**config.mk**
```make
export PLATFORM = sky130hd
export DESIGN_NAME = long_mode_page_walker
export DESIGN_NICKNAME = d
export VERILOG_FILES = /design/src/rtl/long_mode_page_walker.v
export VERILOG_INCLUDE_DIRS = /design/src /design/src/pkg
export SDC_FILE = /design/constraint.sdc
export NUM_CORES = 1
export LEC_CHECK = 0
export ABC_CLOCK_PERIOD_IN_PS = 12500
export BUFFER_PORTS_ARGS = -buffer_cell sky130_fd_sc_hd__buf_2
export CORE_MARGIN = 2
export CORE_UTILIZATION = 55
export CTS_BUF_LIST = sky130_fd_sc_hd__clkbuf_4 sky130_fd_sc_hd__clkbuf_8 sky130_fd_sc_hd__clkbuf_16
export DETAILED_ROUTE_END_ITERATION = 6
export GPL_ROUTABILITY_DRIVEN = 0
export PLACE_DENSITY = 0.8
export SLEW_MARGIN = 40
export SYNTH_ARGS = -nofsm -noshare
export SYNTH_HDL_FRONTEND = slang
export SYNTH_SLANG_ARGS = --single-unit
```
**constraint.sdc**
```tcl
create_clock -name i_ref_clk -period 12.5 [get_ports i_ref_clk]
set_clock_uncertainty 0.05 [all_clocks]
set_input_delay 1.25 -clock i_ref_clk [delete_from_list [all_inputs] [get_ports i_ref_clk]]
set_output_delay 1.25 -clock i_ref_clk [all_outputs]
set_load 0.005 [all_outputs]
```
**src/pkg/walker_defs.vh**
```
// constants for the long-mode page-translation walker: register map, field positions, entry layout
// assumes inclusion by bare name from the walker design file; definitions only
`ifndef WALKER_DEFS_VH
`define WALKER_DEFS_VH

// avalon byte offsets, one aligned 32-bit word each
`define OFS_ROOT_LO 5'h00
`define OFS_ROOT_HI 5'h04
`define OFS_CONTROL 5'h08
`define OFS_STATUS 5'h0C
`define OFS_RESULT_LO 5'h10
`define OFS_RESULT_HI 5'h14
`define OFS_FAULT_VA_LO 5'h18
`define OFS_FAULT_VA_HI 5'h1C

// control register bits
`define CTL_PAE_BIT 0
`define CTL_PSE_BIT 1
`define CTL_LONG_BIT 2
`define CTL_WIDTH 3

// status register bits
`define ST_LONG_ACTIVE_BIT 0
`define ST_BUSY_BIT 1
`define ST_MODE_GP_BIT 2
`define ST_ADDR_GP_BIT 3
`define ST_ADDR_SS_BIT 4
`define ST_SIZE_LO_BIT 5
`define ST_SIZE_HI_BIT 6

// page-size codes reported with each translation
`define SIZE_4K 2'h0
`define SIZE_2M 2'h1
`define SIZE_1G 2'h2

// root pointer fields
`define ROOT_PWT_BIT 3
`define ROOT_PCD_BIT 4
`define ROOT_BASE_LSB 12
`define ROOT_RESET 64'h0000000000000000

// table entry and virtual-address layout
`define ENTRY_BYTES_LOG2 3
`define ENTRY_PS_BIT 7
`define IDX_WIDTH 9
`define PAGE_SHIFT 12
`define L1_IDX_LSB 12
`define L2_IDX_LSB 21
`define L3_IDX_LSB 30
`define L4_IDX_LSB 39
`define VA_WIDTH 64
`define ENTRY_WIDTH 64

`endif

```
**src/rtl/long_mode_page_walker.v**
```verilog
// long-mode four-level page-translation walker with an avalon-mm register slave
// assumes core, table memory and bus master all run on i_ref_clk; memory holds each read until it answers
`timescale 1ns/1ps
`default_nettype none
`include "walker_defs.vh"

// What this block does
// - long mode without extension enable faults while long mode is off
// - virtual 64-bit maps to 52-bit physical
// - every fetched entry is 64 bits wide
// - walk starts at level-4 map table
// - directory page-size bit picks 4K or 2M
// - legacy large-page enable ignored in long mode
// - optional pointer page-size bit gives 1G page
// - canonical when top bits all equal
// - non-canonical byte gives protection or stack fault
// - 64-bit root pointer, base in 51:12
// - level-4 base has bits 11:0 zero
// - root bit 3 selects writethrough for top table
// - root bit 4 marks top table uncacheable
// - 512-entry tables indexed by 47:39, 38:30, 29:21
// - 4K page: 20:12 index, 11:0 offset
// - bits 63:48 copy bit 47
// - 2M page: stop at directory, offset 20:0
// - directory bit 7 clear continues to page table
// - sign and level-4 widths follow VA_BITS
// - directory bit 7 set ends walk, 2M
module long_mode_page_walker
#(
   parameter VA_BITS = 48,
   parameter PA_BITS = 52,
   parameter GBYTE_PAGES = 0
)
(
   input wire i_ref_clk,
   input wire i_rst,
   // avalon-mm register slave
   input wire [4:0] i_avs_address,
   input wire i_avs_read,
   input wire i_avs_write,
   input wire [31:0] i_avs_writedata,
   input wire [3:0] i_avs_byteenable,
   output reg [31:0] o_avs_readdata,
   output wire o_avs_waitrequest,
   // core translation requests
   input wire i_req_valid,
   input wire [63:0] i_req_vaddr,
   input wire [2:0] i_req_last_byte,
   input wire i_req_stack,
   output wire o_req_ready,
   output reg o_resp_valid,
   output reg [63:0] o_resp_paddr,
   output reg [1:0] o_resp_page_size,
   output reg o_resp_gp_fault,
   output reg o_resp_ss_fault,
   // table memory reads
   output reg o_mem_read,
   output reg [63:0] o_mem_addr,
   output reg o_mem_writethrough,
   output reg o_mem_uncached,
   input wire i_mem_valid,
   input wire [63:0] i_mem_rdata
);

   localparam [2:0] ST_IDLE = 3'h0;
   localparam [2:0] ST_L4 = 3'h1;
   localparam [2:0] ST_L3 = 3'h2;
   localparam [2:0] ST_L2 = 3'h3;
   localparam [2:0] ST_L1 = 3'h4;

   localparam [63:0] PA_MASK = (64'h1 << PA_BITS) - 64'h1;
   localparam [63:0] BASE_MASK = PA_MASK & ~((64'h1 << `PAGE_SHIFT) - 64'h1);
   localparam [63:0] L4_IDX_MASK = (64'h1 << (VA_BITS - `L4_IDX_LSB)) - 64'h1;

   reg [63:0] translation_root_pointer;
   reg [`CTL_WIDTH-1:0] control;
   reg long_active;
   reg mode_gp;
   reg addr_gp;
   reg addr_ss;
   reg [1:0] last_size;
   reg [63:0] fault_va;
   reg [2:0] state;
   reg [63:0] vaddr;
   reg [63:0] root_snap;
   reg bus_ack;

   wire phys_addr_extension_enable;
   wire legacy_large_page_enable;
   wire bus_req;
   wire wr_ok;
   wire [63:0] req_end;
   wire start_canon;
   wire end_canon;
   wire [63:0] entry_base;
   wire directory_page_size_bit;
   wire pointer_page_size_bit;
   wire [31:0] status_word;
   wire mode_gp_event;
   wire addr_fault_event;

   assign phys_addr_extension_enable = control[`CTL_PAE_BIT];
   // kept only so software can read back what it wrote; page size never looks at it
   assign legacy_large_page_enable = control[`CTL_PSE_BIT];

   // canonical test: bits VA_BITS-1..63 all equal, i.e. 63:48 copy 47 at the default width
   function canonical;
      input [63:0] va;
      reg [63:0] upper;
      begin
         upper = va >> (VA_BITS - 1);
         canonical = (upper == 64'h0) || (upper == ({64{1'b1}} >> (VA_BITS - 1)));
      end
   endfunction

   // entry address: table base plus nine-bit index times eight bytes
   function [63:0] entry_addr;
      input [63:0] base;
      input [8:0] idx;
      begin
         entry_addr = (base & BASE_MASK) | ({55'h0, idx} << `ENTRY_BYTES_LOG2);
      end
   endfunction

   // byte-lane merge for avalon writes
   function [31:0] merge;
      input [31:0] old;
      input [31:0] din;
      input [3:0] be;
      integer k;
      begin
         merge = old;
         for (k = 0; k < 4; k = k + 1)
         begin
            if (be[k])
            begin
               merge[k*8 +: 8] = din[k*8 +: 8];
            end
         end
      end
   endfunction

   assign req_end = i_req_vaddr + {61'h0, i_req_last_byte};
   assign start_canon = canonical(i_req_vaddr);
   assign end_canon = canonical(req_end);
   assign entry_base = i_mem_rdata & BASE_MASK;
   assign directory_page_size_bit = i_mem_rdata[`ENTRY_PS_BIT];
   assign pointer_page_size_bit = i_mem_rdata[`ENTRY_PS_BIT];

   // ---------------- avalon slave: one wait cycle on every access ----------------
   assign bus_req = i_avs_read | i_avs_write;
   assign o_avs_waitrequest = bus_req & ~bus_ack;
   assign wr_ok = i_avs_write & bus_ack;

   always @(posedge i_ref_clk or posedge i_rst)
   begin
      if (i_rst)
      begin
         bus_ack <= 1'b0;
      end
      else
      begin
         bus_ack <= bus_req & ~bus_ack;
      end
   end

   assign status_word = {25'h0, last_size, addr_ss, addr_gp, mode_gp, (state != ST_IDLE), long_active};

   always @(posedge i_ref_clk or posedge i_rst)
   begin
      if (i_rst)
      begin
         o_avs_readdata <= 32'h0;
      end
      else if (i_avs_read & ~bus_ack)
      begin
         case (i_avs_address)
            `OFS_ROOT_LO: o_avs_readdata <= translation_root_pointer[31:0];
            `OFS_ROOT_HI: o_avs_readdata <= translation_root_pointer[63:32];
            `OFS_CONTROL: o_avs_readdata <= {29'h0, control};
            `OFS_STATUS: o_avs_readdata <= status_word;
            `OFS_RESULT_LO: o_avs_readdata <= o_resp_paddr[31:0];
            `OFS_RESULT_HI: o_avs_readdata <= o_resp_paddr[63:32];
            `OFS_FAULT_VA_LO: o_avs_readdata <= fault_va[31:0];
            `OFS_FAULT_VA_HI: o_avs_readdata <= fault_va[63:32];
            default: o_avs_readdata <= 32'h0;
         endcase
      end
   end

   // root pointer: stored whole; reserved bits are software's to keep zero
   always @(posedge i_ref_clk or posedge i_rst)
   begin
      if (i_rst)
      begin
         translation_root_pointer <= `ROOT_RESET;
      end
      else if (wr_ok && i_avs_address == `OFS_ROOT_LO)
      begin
         translation_root_pointer[31:0] <= merge(translation_root_pointer[31:0], i_avs_writedata,
                                                 i_avs_byteenable);
      end
      else if (wr_ok && i_avs_address == `OFS_ROOT_HI)
      begin
         translation_root_pointer[63:32] <= merge(translation_root_pointer[63:32], i_avs_writedata,
                                                  i_avs_byteenable);
      end
   end

   // control write: a long-mode request without extension enable is refused, and faulted only while long mode is off
   wire [31:0] ctl_new;
   assign ctl_new = merge({29'h0, control}, i_avs_writedata, i_avs_byteenable);
   assign mode_gp_event = wr_ok && (i_avs_address == `OFS_CONTROL) && ctl_new[`CTL_LONG_BIT] &&
                          !long_active && !ctl_new[`CTL_PAE_BIT];

   always @(posedge i_ref_clk or posedge i_rst)
   begin
      if (i_rst)
      begin
         control <= {`CTL_WIDTH{1'b0}};
         long_active <= 1'b0;
      end
      else if (wr_ok && i_avs_address == `OFS_CONTROL)
      begin
         control <= ctl_new[`CTL_WIDTH-1:0];
         // extension enable may not drop while long mode stays on
         long_active <= ctl_new[`CTL_LONG_BIT] & ctl_new[`CTL_PAE_BIT];
      end
   end

   assign addr_fault_event = i_req_valid && o_req_ready && long_active && !(start_canon && end_canon);
   wire st_clr;
   assign st_clr = wr_ok && (i_avs_address == `OFS_STATUS) && i_avs_byteenable[0];

   // sticky fault flags, write one to clear in status; a new event in the same cycle wins
   always @(posedge i_ref_clk or posedge i_rst)
   begin
      if (i_rst)
      begin
         mode_gp <= 1'b0;
         addr_gp <= 1'b0;
         addr_ss <= 1'b0;
         fault_va <= 64'h0;
      end
      else
      begin
         mode_gp <= mode_gp_event | (mode_gp & ~(st_clr & i_avs_writedata[`ST_MODE_GP_BIT]));
         addr_gp <= (addr_fault_event & ~i_req_stack) | (addr_gp & ~(st_clr & i_avs_writedata[`ST_ADDR_GP_BIT]));
         addr_ss <= (addr_fault_event & i_req_stack) | (addr_ss & ~(st_clr & i_avs_writedata[`ST_ADDR_SS_BIT]));
         if (addr_fault_event)
         begin
            fault_va <= start_canon ? req_end : i_req_vaddr;
         end
      end
   end

   // ---------------- walk state machine ----------------
   // one request at a time; the core must wait for ready, which also stalls it during a walk
   assign o_req_ready = (state == ST_IDLE);

   always @(posedge i_ref_clk or posedge i_rst)
   begin
      if (i_rst)
      begin
         state <= ST_IDLE;
         vaddr <= 64'h0;
         root_snap <= 64'h0;
         last_size <= `SIZE_4K;
         o_resp_valid <= 1'b0;
         o_resp_paddr <= 64'h0;
         o_resp_page_size <= `SIZE_4K;
         o_resp_gp_fault <= 1'b0;
         o_resp_ss_fault <= 1'b0;
         o_mem_read <= 1'b0;
         o_mem_addr <= 64'h0;
         o_mem_writethrough <= 1'b0;
         o_mem_uncached <= 1'b0;
      end
      else
      begin
         o_resp_valid <= 1'b0;
         case (state)
            ST_IDLE:
            begin
               if (i_req_valid)
               begin
                  vaddr <= i_req_vaddr;
                  root_snap <= translation_root_pointer;
                  if (!long_active || !(start_canon && end_canon))
                  begin
                     // outside long mode or non-canonical: answer with a fault, no memory read
                     o_resp_valid <= 1'b1;
                     o_resp_paddr <= 64'h0;
                     o_resp_page_size <= `SIZE_4K;
                     o_resp_gp_fault <= !long_active || !i_req_stack;
                     o_resp_ss_fault <= long_active && i_req_stack;
                  end
                  else
                  begin
                     state <= ST_L4;
                     o_mem_read <= 1'b1;
                     // base bits 11:0 forced to zero, index 47:39 trimmed to VA_BITS
                     o_mem_addr <= entry_addr(translation_root_pointer,
                                              i_req_vaddr[`L4_IDX_LSB +: `IDX_WIDTH] &
                                              L4_IDX_MASK[`IDX_WIDTH-1:0]);
                     o_mem_writethrough <= translation_root_pointer[`ROOT_PWT_BIT];
                     o_mem_uncached <= translation_root_pointer[`ROOT_PCD_BIT];
                  end
               end
            end
            ST_L4:
            begin
               if (i_mem_valid)
               begin
                  state <= ST_L3;
                  o_mem_addr <= entry_addr(entry_base, vaddr[`L3_IDX_LSB +: `IDX_WIDTH]);
                  // caching attributes from the root apply to the top table only
                  o_mem_writethrough <= 1'b0;
                  o_mem_uncached <= 1'b0;
               end
            end
            ST_L3:
            begin
               if (i_mem_valid)
               begin
                  if (GBYTE_PAGES != 0 && pointer_page_size_bit)
                  begin
                     state <= ST_IDLE;
                     o_mem_read <= 1'b0;
                     o_resp_valid <= 1'b1;
                     o_resp_paddr <= (entry_base & ~((64'h1 << `L3_IDX_LSB) - 64'h1)) |
                                     (vaddr & ((64'h1 << `L3_IDX_LSB) - 64'h1));
                     o_resp_page_size <= `SIZE_1G;
                     last_size <= `SIZE_1G;
                     o_resp_gp_fault <= 1'b0;
                     o_resp_ss_fault <= 1'b0;
                  end
                  else
                  begin
                     state <= ST_L2;
                     o_mem_addr <= entry_addr(entry_base, vaddr[`L2_IDX_LSB +: `IDX_WIDTH]);
                  end
               end
            end
            ST_L2:
            begin
               if (i_mem_valid)
               begin
                  // page size comes from the directory entry alone, never the legacy enable
                  if (directory_page_size_bit)
                  begin
                     state <= ST_IDLE;
                     o_mem_read <= 1'b0;
                     o_resp_valid <= 1'b1;
                     o_resp_paddr <= (entry_base & ~((64'h1 << `L2_IDX_LSB) - 64'h1)) |
                                     (vaddr & ((64'h1 << `L2_IDX_LSB) - 64'h1));
                     o_resp_page_size <= `SIZE_2M;
                     last_size <= `SIZE_2M;
                     o_resp_gp_fault <= 1'b0;
                     o_resp_ss_fault <= 1'b0;
                  end
                  else
                  begin
                     state <= ST_L1;
                     o_mem_addr <= entry_addr(entry_base, vaddr[`L1_IDX_LSB +: `IDX_WIDTH]);
                  end
               end
            end
            ST_L1:
            begin
               if (i_mem_valid)
               begin
                  state <= ST_IDLE;
                  o_mem_read <= 1'b0;
                  o_resp_valid <= 1'b1;
                  o_resp_paddr <= entry_base | (vaddr & ((64'h1 << `PAGE_SHIFT) - 64'h1));
                  o_resp_page_size <= `SIZE_4K;
                  last_size <= `SIZE_4K;
                  o_resp_gp_fault <= 1'b0;
                  o_resp_ss_fault <= 1'b0;
               end
            end
            default:
            begin
               state <= ST_IDLE;
               o_mem_read <= 1'b0;
            end
         endcase
      end
   end

endmodule // long_mode_page_walker
`default_nettype wire

```
==> out/results.md <==
| Parameter | This run |
|---|---|
| Hold violation count in the final report | 0 |
| Highest attainable clock frequency | 203.5 MHz |
| Layout cell share with drive strength beyond 1 | 32.86% |
| Switching part of the total power | 29.27% |
| Slew at the pin closest to its max-slew limit | 865.1 ps |
| Share of total power in combinational logic | 18.3% |
| Count of distinct cell types in the synthesized netlist | 66 |
| Clock root buffer master | clkbuf_16 |
| Final routed wire length divided by cell count | 23.74 um |
| Result of the run | finished clean |
| Switching power | 0.8480 mW |
| Critical Path Start Type | primary input |
| Sequential share of power | 46.0% |
| Kind of path behind the tightest hold check | reg -> reg |
| Critical path class | in -> reg |
| Post-detailed-route via-to-cell ratio | 6.456 |
| Total wirelength of the detailed-routed design | 54140 um |
| Count of endpoints failing setup in the final report | 0 |
| Cells after Synth | 1610 |
| Setup TNS | 0 ps |
| Cell area power density | 149.2 nW/um^2 |
| Critical path fanouts, max | 36 |
| Initial drt markers | 1613 |
| Slew headroom | 42.12% |
| Ports placed on the boundary | 349 |
| Max capacitance violation total | 0 |
| Mean post-synth cell area | 10.25 um^2 |
| Number of sinks driven by the clock tree | 319 |
| Post-route setup slack | 7585 ps |
| Dominant synthesized flop cell | dfrtp_1 |
| Total vias in the final route | 14720 |
| Synth warnings | 0 |
| Buffer levels on the longest clock path | 3 |
| Nets | 2044 |
| Clock transition at path regs | 60 ps |
| Count of antenna-violating nets left after detailed routing | 0 |
| Synthesis-stage register bit count | 319 |
| Minimum clock period after layout | 4915 ps |
| Largest net degree at the start of global routing | 88 |
| Vias in the first global route | 14250 |
| All-Layer GR Usage | 34.38% |
| EDFF count, synth | 0 |
| Inserted Clock Buffers | 35 |
| DPL Wire Length | 38940 um |
| Smallest hold slack | 425.5 ps |
| Sequential share of the synthesized area | 48.36% |
| Final Slew Violations | 0 |
| Synth-to-layout area growth | 17.62% |
| Residual DRC count | 0 |
| Commonest non-fill, non-tap cell in the layout | dfrtp_1 |
| Unrepaired setup endpoints after global routing | no |
| Cell Int Power | 2.049 mW |
| Worst endpoint required time | 12840 ps |
| Final period util | 39.32% |
| Die span in x | 177.2 um |
| Total number of placement rows | 63 |
| Vertical die dimension | 177.2 um |
| Antenna violations before repair | 4 |
| Arrival time of data at the critical path endpoint | 5260 ps |
| Commonest non-fill, non-tap cells in the layout | dfrtp_1, buf_2, nand2_1, mux2_2, o21ai_0 |
| Clock Latency Late Sink | 520 ps |
| Largest vdd supply drop | 0.09387 mV |
| DIE AREA | 31410 um^2 |
| Post-synthesis instance area | 16510 um^2 |
| Remaining Overflow, GRT | 0 |
| Count of input and output buffers | 297 |
| Fin util | 65.68% |
| Post-CTS Resized | 0 |
| Pre-Repair DR Iteration Count | 6 |
| Initial Util | 55.84% |
| Wire length of the first global-routing pass | 82400 um |
| Worst setup slack after placement | 7148 ps |
| Leakage power of the design | 9.163 nW |
| Setup fix buffers added after clock tree synthesis | 0 |
| CTS tree | yes |
| Clock power frac | 35.7% |
| Std-Cell Core Area | 29560 um^2 |
| Hold buffer count at CTS | 0 |
| CP endpoint kind | flip-flop |
| H-tree Lvls | 2 |
| Async set-reset flop share out of synthesis | 100.0% |
==> routing by layer <==
layer	up-vias	wire length (um)	GRT usage, %
li1	6332	-	-
met1	7270	20940	45.44
met2	924	25380	55.66
met3	193	4834	5.026
met4	0	2983	16.84
met5	-	0	0
==> critical path, stage by stage <==
cell and delay (ps):
buf_2 120, ha_1 230, fa_1 410, a21oi_1 480
nor4_1 160, nand4_1 210, nand3_1 310, or2_2 450
a31oi_4 620, buf_4 570, mux2_2 400
==> synth_stat cells, drive strengths merged, types with 3 or more instances <==
master / n / area share, %
dfrtp: 319 / 48
mux2: 209 / 14
nand2: 202 / 4.6
o21ai: 125 / 3.8
nor2: 92 / 2.1
clkbuf: 84 / 1.9
a221oi: 75 / 4.0
nand3: 70 / 2.1
a21oi: 46 / 1.4
buf: 46 / 2.0
a22oi: 43 / 2.0
inv: 35 / 0.80
mux2i: 31 / 1.9
nand4: 26 / 1.0
xor2: 26 / 1.4
nor4: 23 / 0.91
xnor2: 22 / 1.2
nor3: 20 / 0.61
nor2b: 11 / 0.42
and3: 9 / 0.34
a211oi: 8 / 0.39
a221o: 6 / 0.36
a31oi: 6 / 0.27
or2: 6 / 0.23
nand2b: 5 / 0.19
a222oi: 4 / 0.24
and2: 4 / 0.15
and4: 4 / 0.21
nand3b: 4 / 0.18
o221a: 4 / 0.27
or3: 4 / 0.15
or4: 4 / 0.18
a21o: 3 / 0.14
a22o: 3 / 0.16
ha: 3 / 0.23
o2111ai: 3 / 0.16
==> area by class of cell <==
class / instances / area, um^2
Fill cell: 2351 / 10140
Sequential cell: 319 / 7985
Multi-Input combinational cell: 1153 / 7978
Timing Repair Buffer: 317 / 1667
Clock buffer: 49 / 1047
Tap cell: 390 / 488.0
Inverter: 35 / 138.9
Clock inverter: 14 / 105.1
Antenna cell: 3 / 7.507
==> final timing paths <==
check / slack, ps / from / end / cells past startpoint
worst min-delay path: 430 / o_avs_readdata[24] / o_avs_readdata[24] / 2
min in group asynchronous: 730 / i_rst / fault_va[27] / 2
max in group asynchronous: 9840 / i_rst / fault_va[36] / 4
worst max-delay path: 7590 / i_req_vaddr[0] / o_mem_addr[36] / 11
worst min register to register: 430 / o_avs_readdata[24] / o_avs_readdata[24] / 2
worst max register to register: 8740 / state[2] / fault_va[26] / 9
==> stage by stage <==
step / cell area, um^2 / std cells / power (mW)
detailed placement: 18220 / 2213 / 1.863
CTS: 19370 / 2276 / 2.894
global placement: 18140 / 2211 / 1.839
finish: 19420 / 2280 / 2.897
global route: 19420 / 2280 / 3.013
floorplan: 16610 / 1637 / 1.664
==> flip-flops by register name, indices dropped and copies added (netlist names), 3 cells and up <==
name,flops
translation_root_pointer,64
state,3
vaddr,39
o_resp_paddr,52
o_mem_addr,49
fault_va,64
control,3
o_avs_readdata,32
==> kinds of logic (layout without fill, tap and decap cells) <==
logic type,after synthesis,count (layout),synth area share (%)
buf+inv,165,415,4.722
fa+ha+maj,4,4,0.3487
compound gates,344,344,14.04
xor+xnor,48,48,2.547
other cells,1,31,0.02272
mux,241,241,16.36
simple gates,488,488,13.60
flops,319,319,48.36
==> power groups by stage <==
stage	Combinational [mW]	Clock (mW)	Sequential [mW]
2_1_floorplan	0.367	0	1.30
3_3_place_gp	0.503	0	1.34
3_5_place_dp	0.521	0	1.34
4_1_cts	0.525	1.04	1.33
5_1_grt	0.579	1.09	1.35
6_report	0.530	1.04	1.33
(Power assumes the default switching activity.)
